==> src/sideband_pkg.sv <==
`default_nettype none
package sideband_pkg;
  localparam logic [7:0] ADDR_W = 8'h08;
  localparam logic [7:0] OFF_CTRL   = 8'h00;
  localparam logic [7:0] OFF_CMD    = 8'h04;
  localparam logic [7:0] OFF_STATUS = 8'h08;
  localparam logic [7:0] OFF_CLEAR  = 8'h0c;
  localparam int CTRL_COPROC_EN = 1;
  localparam int CTRL_NMI_SCI   = 11;
  localparam int CTRL_AFTER_G3  = 0;
  localparam logic [31:0] CTRL_RESET = 32'h0000_0000;
  localparam int CMD_W = 3;
  localparam logic [2:0] CMD_C0 = 3'h0;
  localparam logic [2:0] CMD_C2 = 3'h2;
  localparam logic [2:0] CMD_C3 = 3'h3;
  localparam logic [2:0] CMD_C4 = 3'h4;
  localparam logic [2:0] CMD_S1 = 3'h5;
  localparam logic [2:0] CMD_S3 = 3'h6;
  localparam int STEP_W = 4;
  localparam logic [3:0] STEP_GAP_CYC = 4'h2;
  localparam logic [3:0] THROTTLE_CYC = 4'h8;
  typedef enum logic [3:0] {
    ST_C0, ST_STOP_CLOCK_REQUEST_N, ST_GRANTED, ST_DEEPER_SLEEP_N, ST_STOPCPU, ST_LOWV,
    ST_RAISEV, ST_CLKRUN, ST_DEEPER_SLEEP_N_OFF, ST_SLEEP, ST_SUSPEND
  } pm_state_t;
endpackage : sideband_pkg
`default_nettype wire

==> src/processor_sideband_control.sv <==
`default_nettype none
module processor_sideband_control
  import sideband_pkg::*;
(
  input  wire logic                 clk,
  input  wire logic                 rst,
  input  wire logic [7:0]           reg_addr,
  input  wire logic [31:0]          reg_wdata,
  input  wire logic                 reg_write,
  input  wire logic                 reg_read,
  output var  logic [31:0]          reg_rdata,
  input  wire logic                 io_write,
  input  wire logic [15:0]          io_addr,
  input  wire logic                 numeric_error_in_n,
  output var  logic                 ignore_error_out_n,
  output var  logic                 internal_irq_thirteen,
  input  wire logic                 serr_internal,
  input  wire logic                 serr_pin_n,
  input  wire logic                 serr_hub_msg,
  input  wire logic                 iochk_serial,
  output var  logic                 nmi_out,
  output var  logic                 sci_out,
  input  wire logic                 platform_power_ok,
  input  wire logic                 regulator_power_good,
  output var  logic                 proc_power_good_out,
  input  wire logic                 stop_grant_seen,
  input  wire logic                 break_event,
  input  wire logic                 power_returned,
  output var  logic                 stop_clock_request_n,
  output var  logic                 deeper_sleep_n,
  output var  logic                 proc_clock_stop_n,
  output var  logic                 low_voltage_req,
  output var  logic                 sleep_out_n,
  output var  logic                 mem_access_block,
  output var  logic                 clocks_stopped,
  output var  logic                 resume_to_s0
);
  import sideband_pkg::*;
  localparam logic [15:0] CLEAR_PORT = 16'h00f0;

  logic [31:0] ctrl_q;
  logic [2:0]  cmd_q;
  logic [31:0] rdata_d;
  logic        irq_q, ign_q, prior_on_q, throttle_q;
  logic [3:0]  cnt_q;
  pm_state_t   st_q, st_d;
  wire logic   err_act   = ~numeric_error_in_n;
  wire logic   en        = ctrl_q[CTRL_COPROC_EN];
  wire logic   route_sci = ctrl_q[CTRL_NMI_SCI];
  wire logic   wr_ctrl   = reg_write && reg_addr == OFF_CTRL;
  wire logic   wr_cmd    = reg_write && reg_addr == OFF_CMD;
  // Only the strobe and address decode; data is ignored
  wire logic   clr_write = io_write && io_addr == CLEAR_PORT;
  wire logic   sys_err   = serr_internal | ~serr_pin_n | serr_hub_msg;
  wire logic   nmi_src   = sys_err | iochk_serial;
  wire logic   cnt_done  = cnt_q == 4'h0;

  assign rdata_d = (reg_addr == OFF_CTRL)   ? ctrl_q :
                   (reg_addr == OFF_CMD)    ? {29'h0, cmd_q} :
                   (reg_addr == OFF_STATUS) ? {24'h0, st_q, ign_q, irq_q, ~numeric_error_in_n,
                                               1'b0} :
                   32'h0;

  always_ff @(posedge clk) begin
    if (rst) begin
      ctrl_q    <= CTRL_RESET;
      cmd_q     <= CMD_C0;
      reg_rdata <= 32'h0;
    end else begin
      if (wr_ctrl) ctrl_q <= reg_wdata;
      if (wr_cmd) cmd_q <= reg_wdata[CMD_W-1:0];
      reg_rdata <= reg_read ? rdata_d : 32'h0;
    end
  end

  // Coprocessor error handshake
  always_ff @(posedge clk) begin
    if (rst) begin
      irq_q <= 1'b0;
      ign_q <= 1'b0;
    end else begin
      // Error still active and not yet acknowledged keeps INTERNAL_IRQ_THIRTEEN up
      irq_q <= en && err_act && !ign_q && !clr_write;
      if (!err_act || !en) ign_q <= 1'b0;
      else if (clr_write) ign_q <= 1'b1;
    end
  end
  assign internal_irq_thirteen = irq_q;
  // Gating with the live pin guarantees release on the same edge it is seen
  always_ff @(posedge clk) begin
    if (rst) ignore_error_out_n <= 1'b1;
    else ignore_error_out_n <= !(en && err_act && (ign_q || clr_write));
  end

  always_ff @(posedge clk) begin
    if (rst) begin
      nmi_out             <= 1'b0;
      sci_out             <= 1'b0;
      proc_power_good_out <= 1'b0;
    end else begin
      nmi_out             <= nmi_src && !route_sci;
      sci_out             <= nmi_src && route_sci;
      proc_power_good_out <= platform_power_ok && regulator_power_good;
    end
  end

  // Power state sequencer; timed steps wait STEP_GAP_CYC so edges stay ordered, the others wait for command, grant, break or power events
  always_comb begin
    st_d = st_q;
    case (st_q)
      ST_C0:
        if (cmd_q != CMD_C0 || throttle_q) st_d = ST_STOP_CLOCK_REQUEST_N;
      ST_STOP_CLOCK_REQUEST_N:
        if (stop_grant_seen) st_d = ST_GRANTED;
        else if (cmd_q == CMD_C0 && !throttle_q) st_d = ST_C0;
      ST_GRANTED:
        if (cmd_q == CMD_C3 || cmd_q == CMD_C4) st_d = ST_DEEPER_SLEEP_N;
        else if (cmd_q == CMD_S1 || cmd_q == CMD_S3) st_d = ST_SLEEP;
        else if (break_event || cmd_q == CMD_C0) st_d = ST_C0;
      ST_DEEPER_SLEEP_N:
        if (cnt_done) st_d = ST_STOPCPU;
      ST_STOPCPU:
        if (break_event) st_d = ST_CLKRUN;
        else if (cnt_done && cmd_q == CMD_C4) st_d = ST_LOWV;
      ST_LOWV:
        if (break_event) st_d = ST_RAISEV;
      ST_RAISEV:
        if (cnt_done) st_d = ST_CLKRUN;
      ST_CLKRUN:
        if (cnt_done) st_d = ST_DEEPER_SLEEP_N_OFF;
      ST_DEEPER_SLEEP_N_OFF:
        if (cnt_done) st_d = ST_C0;
      ST_SLEEP:
        if (cmd_q == CMD_S3 && cnt_done) st_d = ST_SUSPEND;
        else if (break_event) st_d = ST_C0;
      ST_SUSPEND:
        if (power_returned) st_d = ST_C0;
      default: st_d = ST_C0;
    endcase
  end

  always_ff @(posedge clk) begin
    if (rst) begin
      st_q       <= ST_C0;
      cnt_q      <= STEP_GAP_CYC;
      throttle_q <= 1'b0;
    end else begin
      st_q  <= st_d;
      cnt_q <= (st_d != st_q) ? STEP_GAP_CYC : (cnt_done ? cnt_q : cnt_q - 4'h1);
      // Throttle request: single pulse of stop-clock when written in C0
      throttle_q <= wr_cmd && reg_wdata[3] ? 1'b1 : (st_q == ST_GRANTED ? 1'b0 : throttle_q);
    end
  end

  // After power loss: resume to S0 if C0 was seen after the last ST_SUSPEND, unless the CTRL_AFTER_G3 bit says stay off
  always_ff @(posedge clk) begin
    if (rst) begin
      prior_on_q   <= 1'b0;
      resume_to_s0 <= 1'b0;
    end else begin
      if (st_q == ST_C0) prior_on_q <= 1'b1;
      else if (st_q == ST_SUSPEND) prior_on_q <= 1'b0;
      resume_to_s0 <= power_returned && prior_on_q && !ctrl_q[CTRL_AFTER_G3];
    end
  end

  always_ff @(posedge clk) begin
    if (rst) begin
      stop_clock_request_n <= 1'b1;
      deeper_sleep_n       <= 1'b1;
      proc_clock_stop_n    <= 1'b1;
      low_voltage_req      <= 1'b0;
      sleep_out_n          <= 1'b1;
      mem_access_block     <= 1'b0;
      clocks_stopped       <= 1'b0;
    end else begin
      stop_clock_request_n <= st_d == ST_C0;
      deeper_sleep_n       <= !(st_d inside {ST_DEEPER_SLEEP_N, ST_STOPCPU, ST_LOWV, ST_RAISEV,
                                             ST_CLKRUN});
      proc_clock_stop_n    <= !(st_d inside {ST_STOPCPU, ST_LOWV, ST_RAISEV});
      low_voltage_req      <= st_d == ST_LOWV;
      sleep_out_n          <= !(cmd_q == CMD_S3 && st_d inside {ST_SLEEP, ST_SUSPEND});
      // above: S1 alone leaves sleep inactive
      mem_access_block     <= st_d inside {ST_DEEPER_SLEEP_N, ST_STOPCPU, ST_LOWV, ST_RAISEV};
      clocks_stopped       <= st_d == ST_SUSPEND;
    end
  end

  property p_irq_needs_en;
    @(posedge clk) disable iff (rst) internal_irq_thirteen |-> $past(en) && $past(err_act);
  endproperty
  a_irq_needs_en: assert property (p_irq_needs_en) else $error("irq without enable");

  property p_irq_rise;
    @(posedge clk) disable iff (rst) (en && err_act && !ign_q && !clr_write) |=> irq_q;
  endproperty
  a_irq_rise: assert property (p_irq_rise) else $error("irq not raised");

  property p_clear;
    @(posedge clk) disable iff (rst) (en && err_act && clr_write) |=>
      !internal_irq_thirteen && !ignore_error_out_n;
  endproperty
  a_clear: assert property (p_clear) else $error("clear port ineffective");

  property p_ign_hold;
    @(posedge clk) disable iff (rst) (!ignore_error_out_n && en && err_act) |=> !ignore_error_out_n;
  endproperty
  a_ign_hold: assert property (p_ign_hold) else $error("ignore dropped early");

  property p_ign_needs_err;
    @(posedge clk) disable iff (rst) !ignore_error_out_n |-> $past(err_act);
  endproperty
  a_ign_needs_err: assert property (p_ign_needs_err) else $error("ignore without error");

  property p_disabled;
    @(posedge clk) disable iff (rst) !en |=> !internal_irq_thirteen && ignore_error_out_n;
  endproperty
  a_disabled: assert property (p_disabled) else $error("active while disabled");

  property p_route;
    @(posedge clk) disable iff (rst) nmi_src |=> (nmi_out != sci_out) && (sci_out == $past(route_sci));
  endproperty
  a_route: assert property (p_route) else $error("nmi route wrong");

  property p_pwrgd;
    @(posedge clk) disable iff (rst) 1'b1 |=>
      proc_power_good_out == $past(platform_power_ok && regulator_power_good);
  endproperty
  a_pwrgd: assert property (p_pwrgd) else $error("power good mismatch");

  property p_deeper_sleep_n_wrap;
    @(posedge clk) disable iff (rst) !proc_clock_stop_n |-> !deeper_sleep_n;
  endproperty
  a_deeper_sleep_n_wrap: assert property (p_deeper_sleep_n_wrap) else $error("clock stop outside deep sleep");

  property p_lowv;
    @(posedge clk) disable iff (rst) low_voltage_req |-> !proc_clock_stop_n;
  endproperty
  a_lowv: assert property (p_lowv) else $error("low voltage without clock stop");

  property p_clear_drops_irq;
    @(posedge clk) disable iff (rst)
      clr_write |=> !internal_irq_thirteen;
  endproperty
  a_clear_drops_irq: assert property (p_clear_drops_irq) else $error("irq kept after clear");

  property p_ign_waits_clear;
    @(posedge clk) disable iff (rst)
      (en && err_act && !clr_write && !ign_q) |=> ignore_error_out_n;
  endproperty
  a_ign_waits_clear: assert property (p_ign_waits_clear) else $error("ignore before clear");

  property p_ign_release;
    @(posedge clk) disable iff (rst)
      !err_act |=> ignore_error_out_n;
  endproperty
  a_ign_release: assert property (p_ign_release) else $error("ignore not released");

  property p_irq_gone;
    @(posedge clk) disable iff (rst)
      !err_act |=> !internal_irq_thirteen;
  endproperty
  a_irq_gone: assert property (p_irq_gone) else $error("irq without error");

  property p_sci_sys;
    @(posedge clk) disable iff (rst)
      (sys_err && route_sci) |=> sci_out && !nmi_out;
  endproperty
  a_sci_sys: assert property (p_sci_sys) else $error("system error not routed to sci");

  property p_iochk_nmi;
    @(posedge clk) disable iff (rst)
      (iochk_serial && !route_sci) |=> nmi_out && !sci_out;
  endproperty
  a_iochk_nmi: assert property (p_iochk_nmi) else $error("channel check not nmi");

  property p_quiet;
    @(posedge clk) disable iff (rst)
      !nmi_src |=> !nmi_out && !sci_out;
  endproperty
  a_quiet: assert property (p_quiet) else $error("nmi without source");

  property p_throttle;
    @(posedge clk) disable iff (rst)
      (st_q == ST_C0 && throttle_q) |=> !stop_clock_request_n;
  endproperty
  a_throttle: assert property (p_throttle) else $error("throttle pulse missing");

  property p_c2_hold;
    @(posedge clk) disable iff (rst)
      (st_q == ST_GRANTED && cmd_q == CMD_C2) |-> !stop_clock_request_n;
  endproperty
  a_c2_hold: assert property (p_c2_hold) else $error("stop clock dropped in c2");

  property p_deeper_sleep_n_first;
    @(posedge clk) disable iff (rst)
      $fell(proc_clock_stop_n) |-> $past(!deeper_sleep_n);
  endproperty
  a_deeper_sleep_n_first: assert property (p_deeper_sleep_n_first) else $error("clock stop before deep sleep");

  property p_deeper_sleep_n_last;
    @(posedge clk) disable iff (rst)
      $rose(deeper_sleep_n) |-> $past(proc_clock_stop_n);
  endproperty
  a_deeper_sleep_n_last: assert property (p_deeper_sleep_n_last) else $error("deep sleep left too early");

  property p_grant_deeper_sleep_n;
    @(posedge clk) disable iff (rst)
      (st_q == ST_GRANTED && cmd_q == CMD_C3) |=> !deeper_sleep_n;
  endproperty
  a_grant_deeper_sleep_n: assert property (p_grant_deeper_sleep_n) else $error("no deep sleep after grant");

  property p_c3_block;
    @(posedge clk) disable iff (rst)
      !proc_clock_stop_n |-> mem_access_block;
  endproperty
  a_c3_block: assert property (p_c3_block) else $error("memory open while stopped");

  property p_raise_first;
    @(posedge clk) disable iff (rst)
      $fell(low_voltage_req) |-> !proc_clock_stop_n;
  endproperty
  a_raise_first: assert property (p_raise_first) else $error("voltage raised too late");

  property p_s1_only;
    @(posedge clk) disable iff (rst)
      (st_q == ST_SLEEP && cmd_q == CMD_S1) |-> deeper_sleep_n && proc_clock_stop_n;
  endproperty
  a_s1_only: assert property (p_s1_only) else $error("extra control in s1");

  property p_sleep_via_s1;
    @(posedge clk) disable iff (rst)
      !sleep_out_n |-> !stop_clock_request_n;
  endproperty
  a_sleep_via_s1: assert property (p_sleep_via_s1) else $error("sleep without stop clock");

  property p_clocks;
    @(posedge clk) disable iff (rst)
      (st_q == ST_SUSPEND) |-> clocks_stopped;
  endproperty
  a_clocks: assert property (p_clocks) else $error("clocks run in suspend");

  property p_stay_off;
    @(posedge clk) disable iff (rst)
      ctrl_q[CTRL_AFTER_G3] |=> !resume_to_s0;
  endproperty
  a_stay_off: assert property (p_stay_off) else $error("resume while told to stay off");

  c_handshake: cover property (@(posedge clk) disable iff (rst) clr_write ##1 !ignore_error_out_n);
  c_c3:        cover property (@(posedge clk) disable iff (rst) !proc_clock_stop_n);
  c_c4:        cover property (@(posedge clk) disable iff (rst) low_voltage_req);
  c_suspend:   cover property (@(posedge clk) disable iff (rst) clocks_stopped);
  c_throttle:  cover property (@(posedge clk) disable iff (rst) throttle_q && st_q == ST_GRANTED);
endmodule : processor_sideband_control
`default_nettype wire

==> config.mk <==
export PLATFORM = sky130hd
export DESIGN_NAME = processor_sideband_control
export DESIGN_NICKNAME = d
export VERILOG_FILES = /design/src/sideband_pkg.sv /design/src/processor_sideband_control.sv
export SDC_FILE = /design/constraint.sdc
export NUM_CORES = 1
export LEC_CHECK = 0
export BUFFER_PORTS_ARGS = -buffer_cell sky130_fd_sc_hd__buf_2
export CAP_MARGIN = 30
export CORE_UTILIZATION = 49
export DETAILED_ROUTE_END_ITERATION = 8
export HOLD_SLACK_MARGIN = 0.1
export PLACE_DENSITY = 0.86
export SLEW_MARGIN = 20
export SYNTH_ARGS = -nofsm -noshare
export SYNTH_HDL_FRONTEND = slang
export SYNTH_SLANG_ARGS = --single-unit
==> constraint.sdc <==
create_clock -name clk -period 2.95 [get_ports clk]
set_clock_uncertainty 0.1 [all_clocks]
set_input_delay 0.1475 -clock clk [delete_from_list [all_inputs] [get_ports clk]]
set_output_delay 0.1475 -clock clk [all_outputs]
set_load 0.05 [all_outputs]
==> qor.csv <==
stage,metric,value,unit
global_routing,vias in the first global route,3027,
worst_hold_path,hold_sp,io_addr[7],
synth,Synth top area share,53.87,%
place,DP HPWL,5.177,mm
setup_path,r2r worst-path depth,8,
clock_network,cts-stage hold buffer count,47,
routing,1st-iter DRT viols,90,
clock_network,# H-tree levels,3,
setup_path,crit path buf inv count,1,
timing,Final TNS setup,0,ns
finish,most frequent cells in the layout,"buf_2, dfxtp_1, nand2_1",
setup_path,Required @ worst endpoint,3.09,ns
setup_path,worst r2r dst,cnt_q[1]$_SDFFE_PP1N_,
setup_path,r2r setup slk,0.23,ns
power,Power Density,508.7,mW/mm^2
finish,nets@finish,602,
routing,DRC errors left,0,
synth,Synth Area in Compound Gates,14.06,%
run,Max-Cap Viols,0,
synth,Post-synth EDFFs,0,
finish,FILL cells,462,
timing,min cycle time layout,2.718,ns
synth,"Distinct cells, synth",54,
worst_hold_path,Min-Delay Path Depth,3,
setup_path,R2R Path Start,cnt_q[0]$_SDFFE_PP0N_,
global_routing,first-pass GRT wire length,13.92,mm
finish,layout cells sized above 1,27.10,%
timing,max_slew headroom,51.18,%
clock_network,clock latency on the worst-skew pair,0.36,ns
synth,sequential fraction of the synthesis area,53.87,%
setup_path,most common cell type on the critical path,a211o_1,
die,# IOs,116,
routing,vias,3198,
routing,post-DR wirelength/cell,13.99,um
routing,DR pass1 iterations,4,
die,Die H,85.08,um
timing,Final Worst Setup Slack,0.2321,ns
global_routing,Overflow after GRT,0,
clock_network,TritonCTS buffer count,9,
timing,RSZ-0062 raised after global routing,no,
die,Die W,85.08,um
synth,post-synthesis simple-gate area fraction,24.42,%
synth,"area leader, netlist",dfxtp_1,
setup_path,WP data arrival,2.86,ns
routing,DR vias/cell,5.225,
clock_network,CTS resizes,0,
timing,Fmax,367.9,MHz
global_routing,GRT busiest layer,met2,
clock_network,CTS Buffer Depth,2,
die,CORE AREA,0.006495,mm^2
timing,final-report setup violation count,0,
synth,"top cells by area, synth","dfxtp_1, nand2_1, a21oi_1, and2_1, nor3_1",
place,pre-CTS setup slack,0.2433,ns
die,num rows,29,
setup_path,Worst path max stage delay,0.51,ns
die,DIE AREA,0.007239,mm^2
clock_network,postcts setup bufs,0,
timing,fin crit share,92.13,%
global_routing,met2 Track Usage GR,45.75,%
synth,largest family of logic cells by synthesized area,simple AND/OR/NAND/NOR gates,
clock_network,clock-pin slew on the worst setup and hold paths,0.09,ns
clock_network,Clock Sinks,91,
synth,asr flop ratio synth,0,%
setup_path,Worst setup EP type,register,
die,Initial Utilization,52.07,%
run_status,run status,"finished, final reports clean",
worst_hold_path,Worst Hold Class,input pin to register,
timing,final hold viol count,0,
place,I/O Buffers,115,
clock_network,CTS root buf,clkbuf_8,
synth,Synth Area in XOR/XNOR,0.7769,%
global_routing,initial antenna violation count,0,
setup_path,Crit Path Class,register to register,
synth,mapped cell area,0.003382,mm^2
synth,post-synthesis register bit count,91,
setup_path,CP cell instances,inv_1 -> ha_1 -> or3b_1 -> o2111ai_2 -> o31ai_1 -> a211o_1 -> a211o_1 -> or3_1,
power,Leak,2.000,nW
synth,Adder-Cell Fraction of Synth Area,0.7029,%
synth,syn_nets,448,
synth,Cells after Synth,376,
global_routing,gr usage total,24.89,%
timing,Worst-Margin Slew,0.7307,ns
finish,P&R area growth vs syn,38.14,%
finish,"commonest non-fill, non-tap cell in the layout",buf_2,
routing,Routed Wire Length,8.563,mm
setup_path,startpoint types,register,
synth,Syn Area/Cell,8.995,um^2
global_routing,largest net degree at the start of global routing,33,
setup_path,slowest CP cell,or3b_1,
routing,Final ANT Viol Nets,0,
synth,Most used DFF post-synth,dfxtp_1,
timing,fin. max-slew vios,0,
power,Worst VDD drop,0.0003162,V
setup_path,"Largest delay share family, worst path",compound AO/OA/AOI/OAI gates,
global_routing,grt met3 use,4.377,%
worst_hold_path,Hold Path End,ignore_error_out_n$_SDFF_PP1_,
clock_network,CTS tree,done,
place,GPL Wtd Cong,0.9010,
global_routing,met1 Use GR,26.84,%
setup_path,crit path max fanout,7,
finish,Diodes inserted,0,
synth,multiplexer area fraction after synthesis,1.813,%
synth,Synth Warn #,0,
[worst min-delay path, cell delays in order]
cell	delay, ns
buf_2	0.09
a41oi_1	0.20
or2_2	0.14
[cell type report]
| class | instances | area [um^2] | share of cell area (%) |
|---|---|---|---|
| flip-flops and latches | 91 | 1822 | 38.99 |
| clock buffers | 9 | 123.9 | 2.651 |
| well taps | 77 | 96.34 | 2.062 |
| clock inverters | 7 | 87.58 | 1.875 |
| repair buffers | 167 | 1084 | 23.19 |
| multi-input cells | 250 | 1418 | 30.34 |
| inverters | 11 | 41.29 | 0.8838 |
[layer usage]
| layer | vias up | part of all wire, % |
|---|---|---|
| met3 | 23 | 6.0 |
| met1 | 1455 | 40 |
| li1 | 1583 | - |
| met4 | 0 | 3.5 |
| met2 | 137 | 50 |
| met5 | - | 0 |
[logic make-up after synthesis]
| kind of cell | count (synthesis) |
|---|---|
| adders and majority gates | 2 |
| buffers and inverters | 35 |
| muxes | 6 |
| DFF | 91 |
| AOI/OAI and AO/OA | 73 |
| and+or+nand+nor | 166 |
| xor gates and xnor gates | 3 |
[sequential cells by signal, indices dropped and copies added, names as in the netlist, 3 cells and up]
register	flops
ctrl_q	32
reg_rdata	32
cnt_q	4
st_q	4
cmd_q	3
[cell usage after synthesis (all sizes together), types with 2 or more instances]
library cell  number
dfxtp             91
nand2             73
a21oi             38
and2              25
clkbuf            19
nor2              19
nor3              16
inv               11
nor3b              8
o21ai              8
a22o               5
buf                5
mux2i              5
nor4               5
nor2b              4
o31ai              3
or3                3
xnor2              3
a211o              2
a211oi             2
and3               2
nand3b             2
o2111ai            2
[power by group]
group / switching (mW) / total, mW / internal [mW]
registers: 0.0141 / 1.26 / 1.25
logic: 0.113 / 0.241 / 0.128
clock network: 0.466 / 0.872 / 0.406
[per-stage QoR]
stage	utilization (%)	cells	hold WS (ns)	area, um^2	total power, mW
2_1_floorplan	-	376	0.1268	3382	1.414
3_3_place_gp	61.43	549	0.2578	3990	1.482
3_5_place_dp	61.43	549	0.2765	3990	1.489
4_1_cts	71.93	612	0.1025	4672	2.390
5_1_grt	71.93	612	0.1749	4672	2.470
6_report	71.93	612	0.1501	4672	2.377
[worst max path at each step]
| stage | start | to | slack, ns | cells past startpoint |
|---|---|---|---|---|
| 3_3_place_gp | cnt_q[0]$_SDFFE_PP0N_ | cnt_q[1]$_SDFFE_PP1N_ | 0.37 | 8 |
| 5_1_grt | cnt_q[0]$_SDFFE_PP0N_ | cnt_q[1]$_SDFFE_PP1N_ | 0.13 | 8 |
| 6_report | cnt_q[0]$_SDFFE_PP0N_ | cnt_q[1]$_SDFFE_PP1N_ | 0.23 | 8 |
| 4_1_cts | cnt_q[0]$_SDFFE_PP0N_ | cnt_q[1]$_SDFFE_PP1N_ | 0.23 | 8 |
| 3_5_place_dp | cnt_q[0]$_SDFFE_PP0N_ | cnt_q[1]$_SDFFE_PP1N_ | 0.24 | 8 |
| 2_1_floorplan | cnt_q[0]$_SDFFE_PP0N_ | cnt_q[1]$_SDFFE_PP1N_ | 0.47 | 9 |
Note: power is estimated with default switching activity, not from simulation.
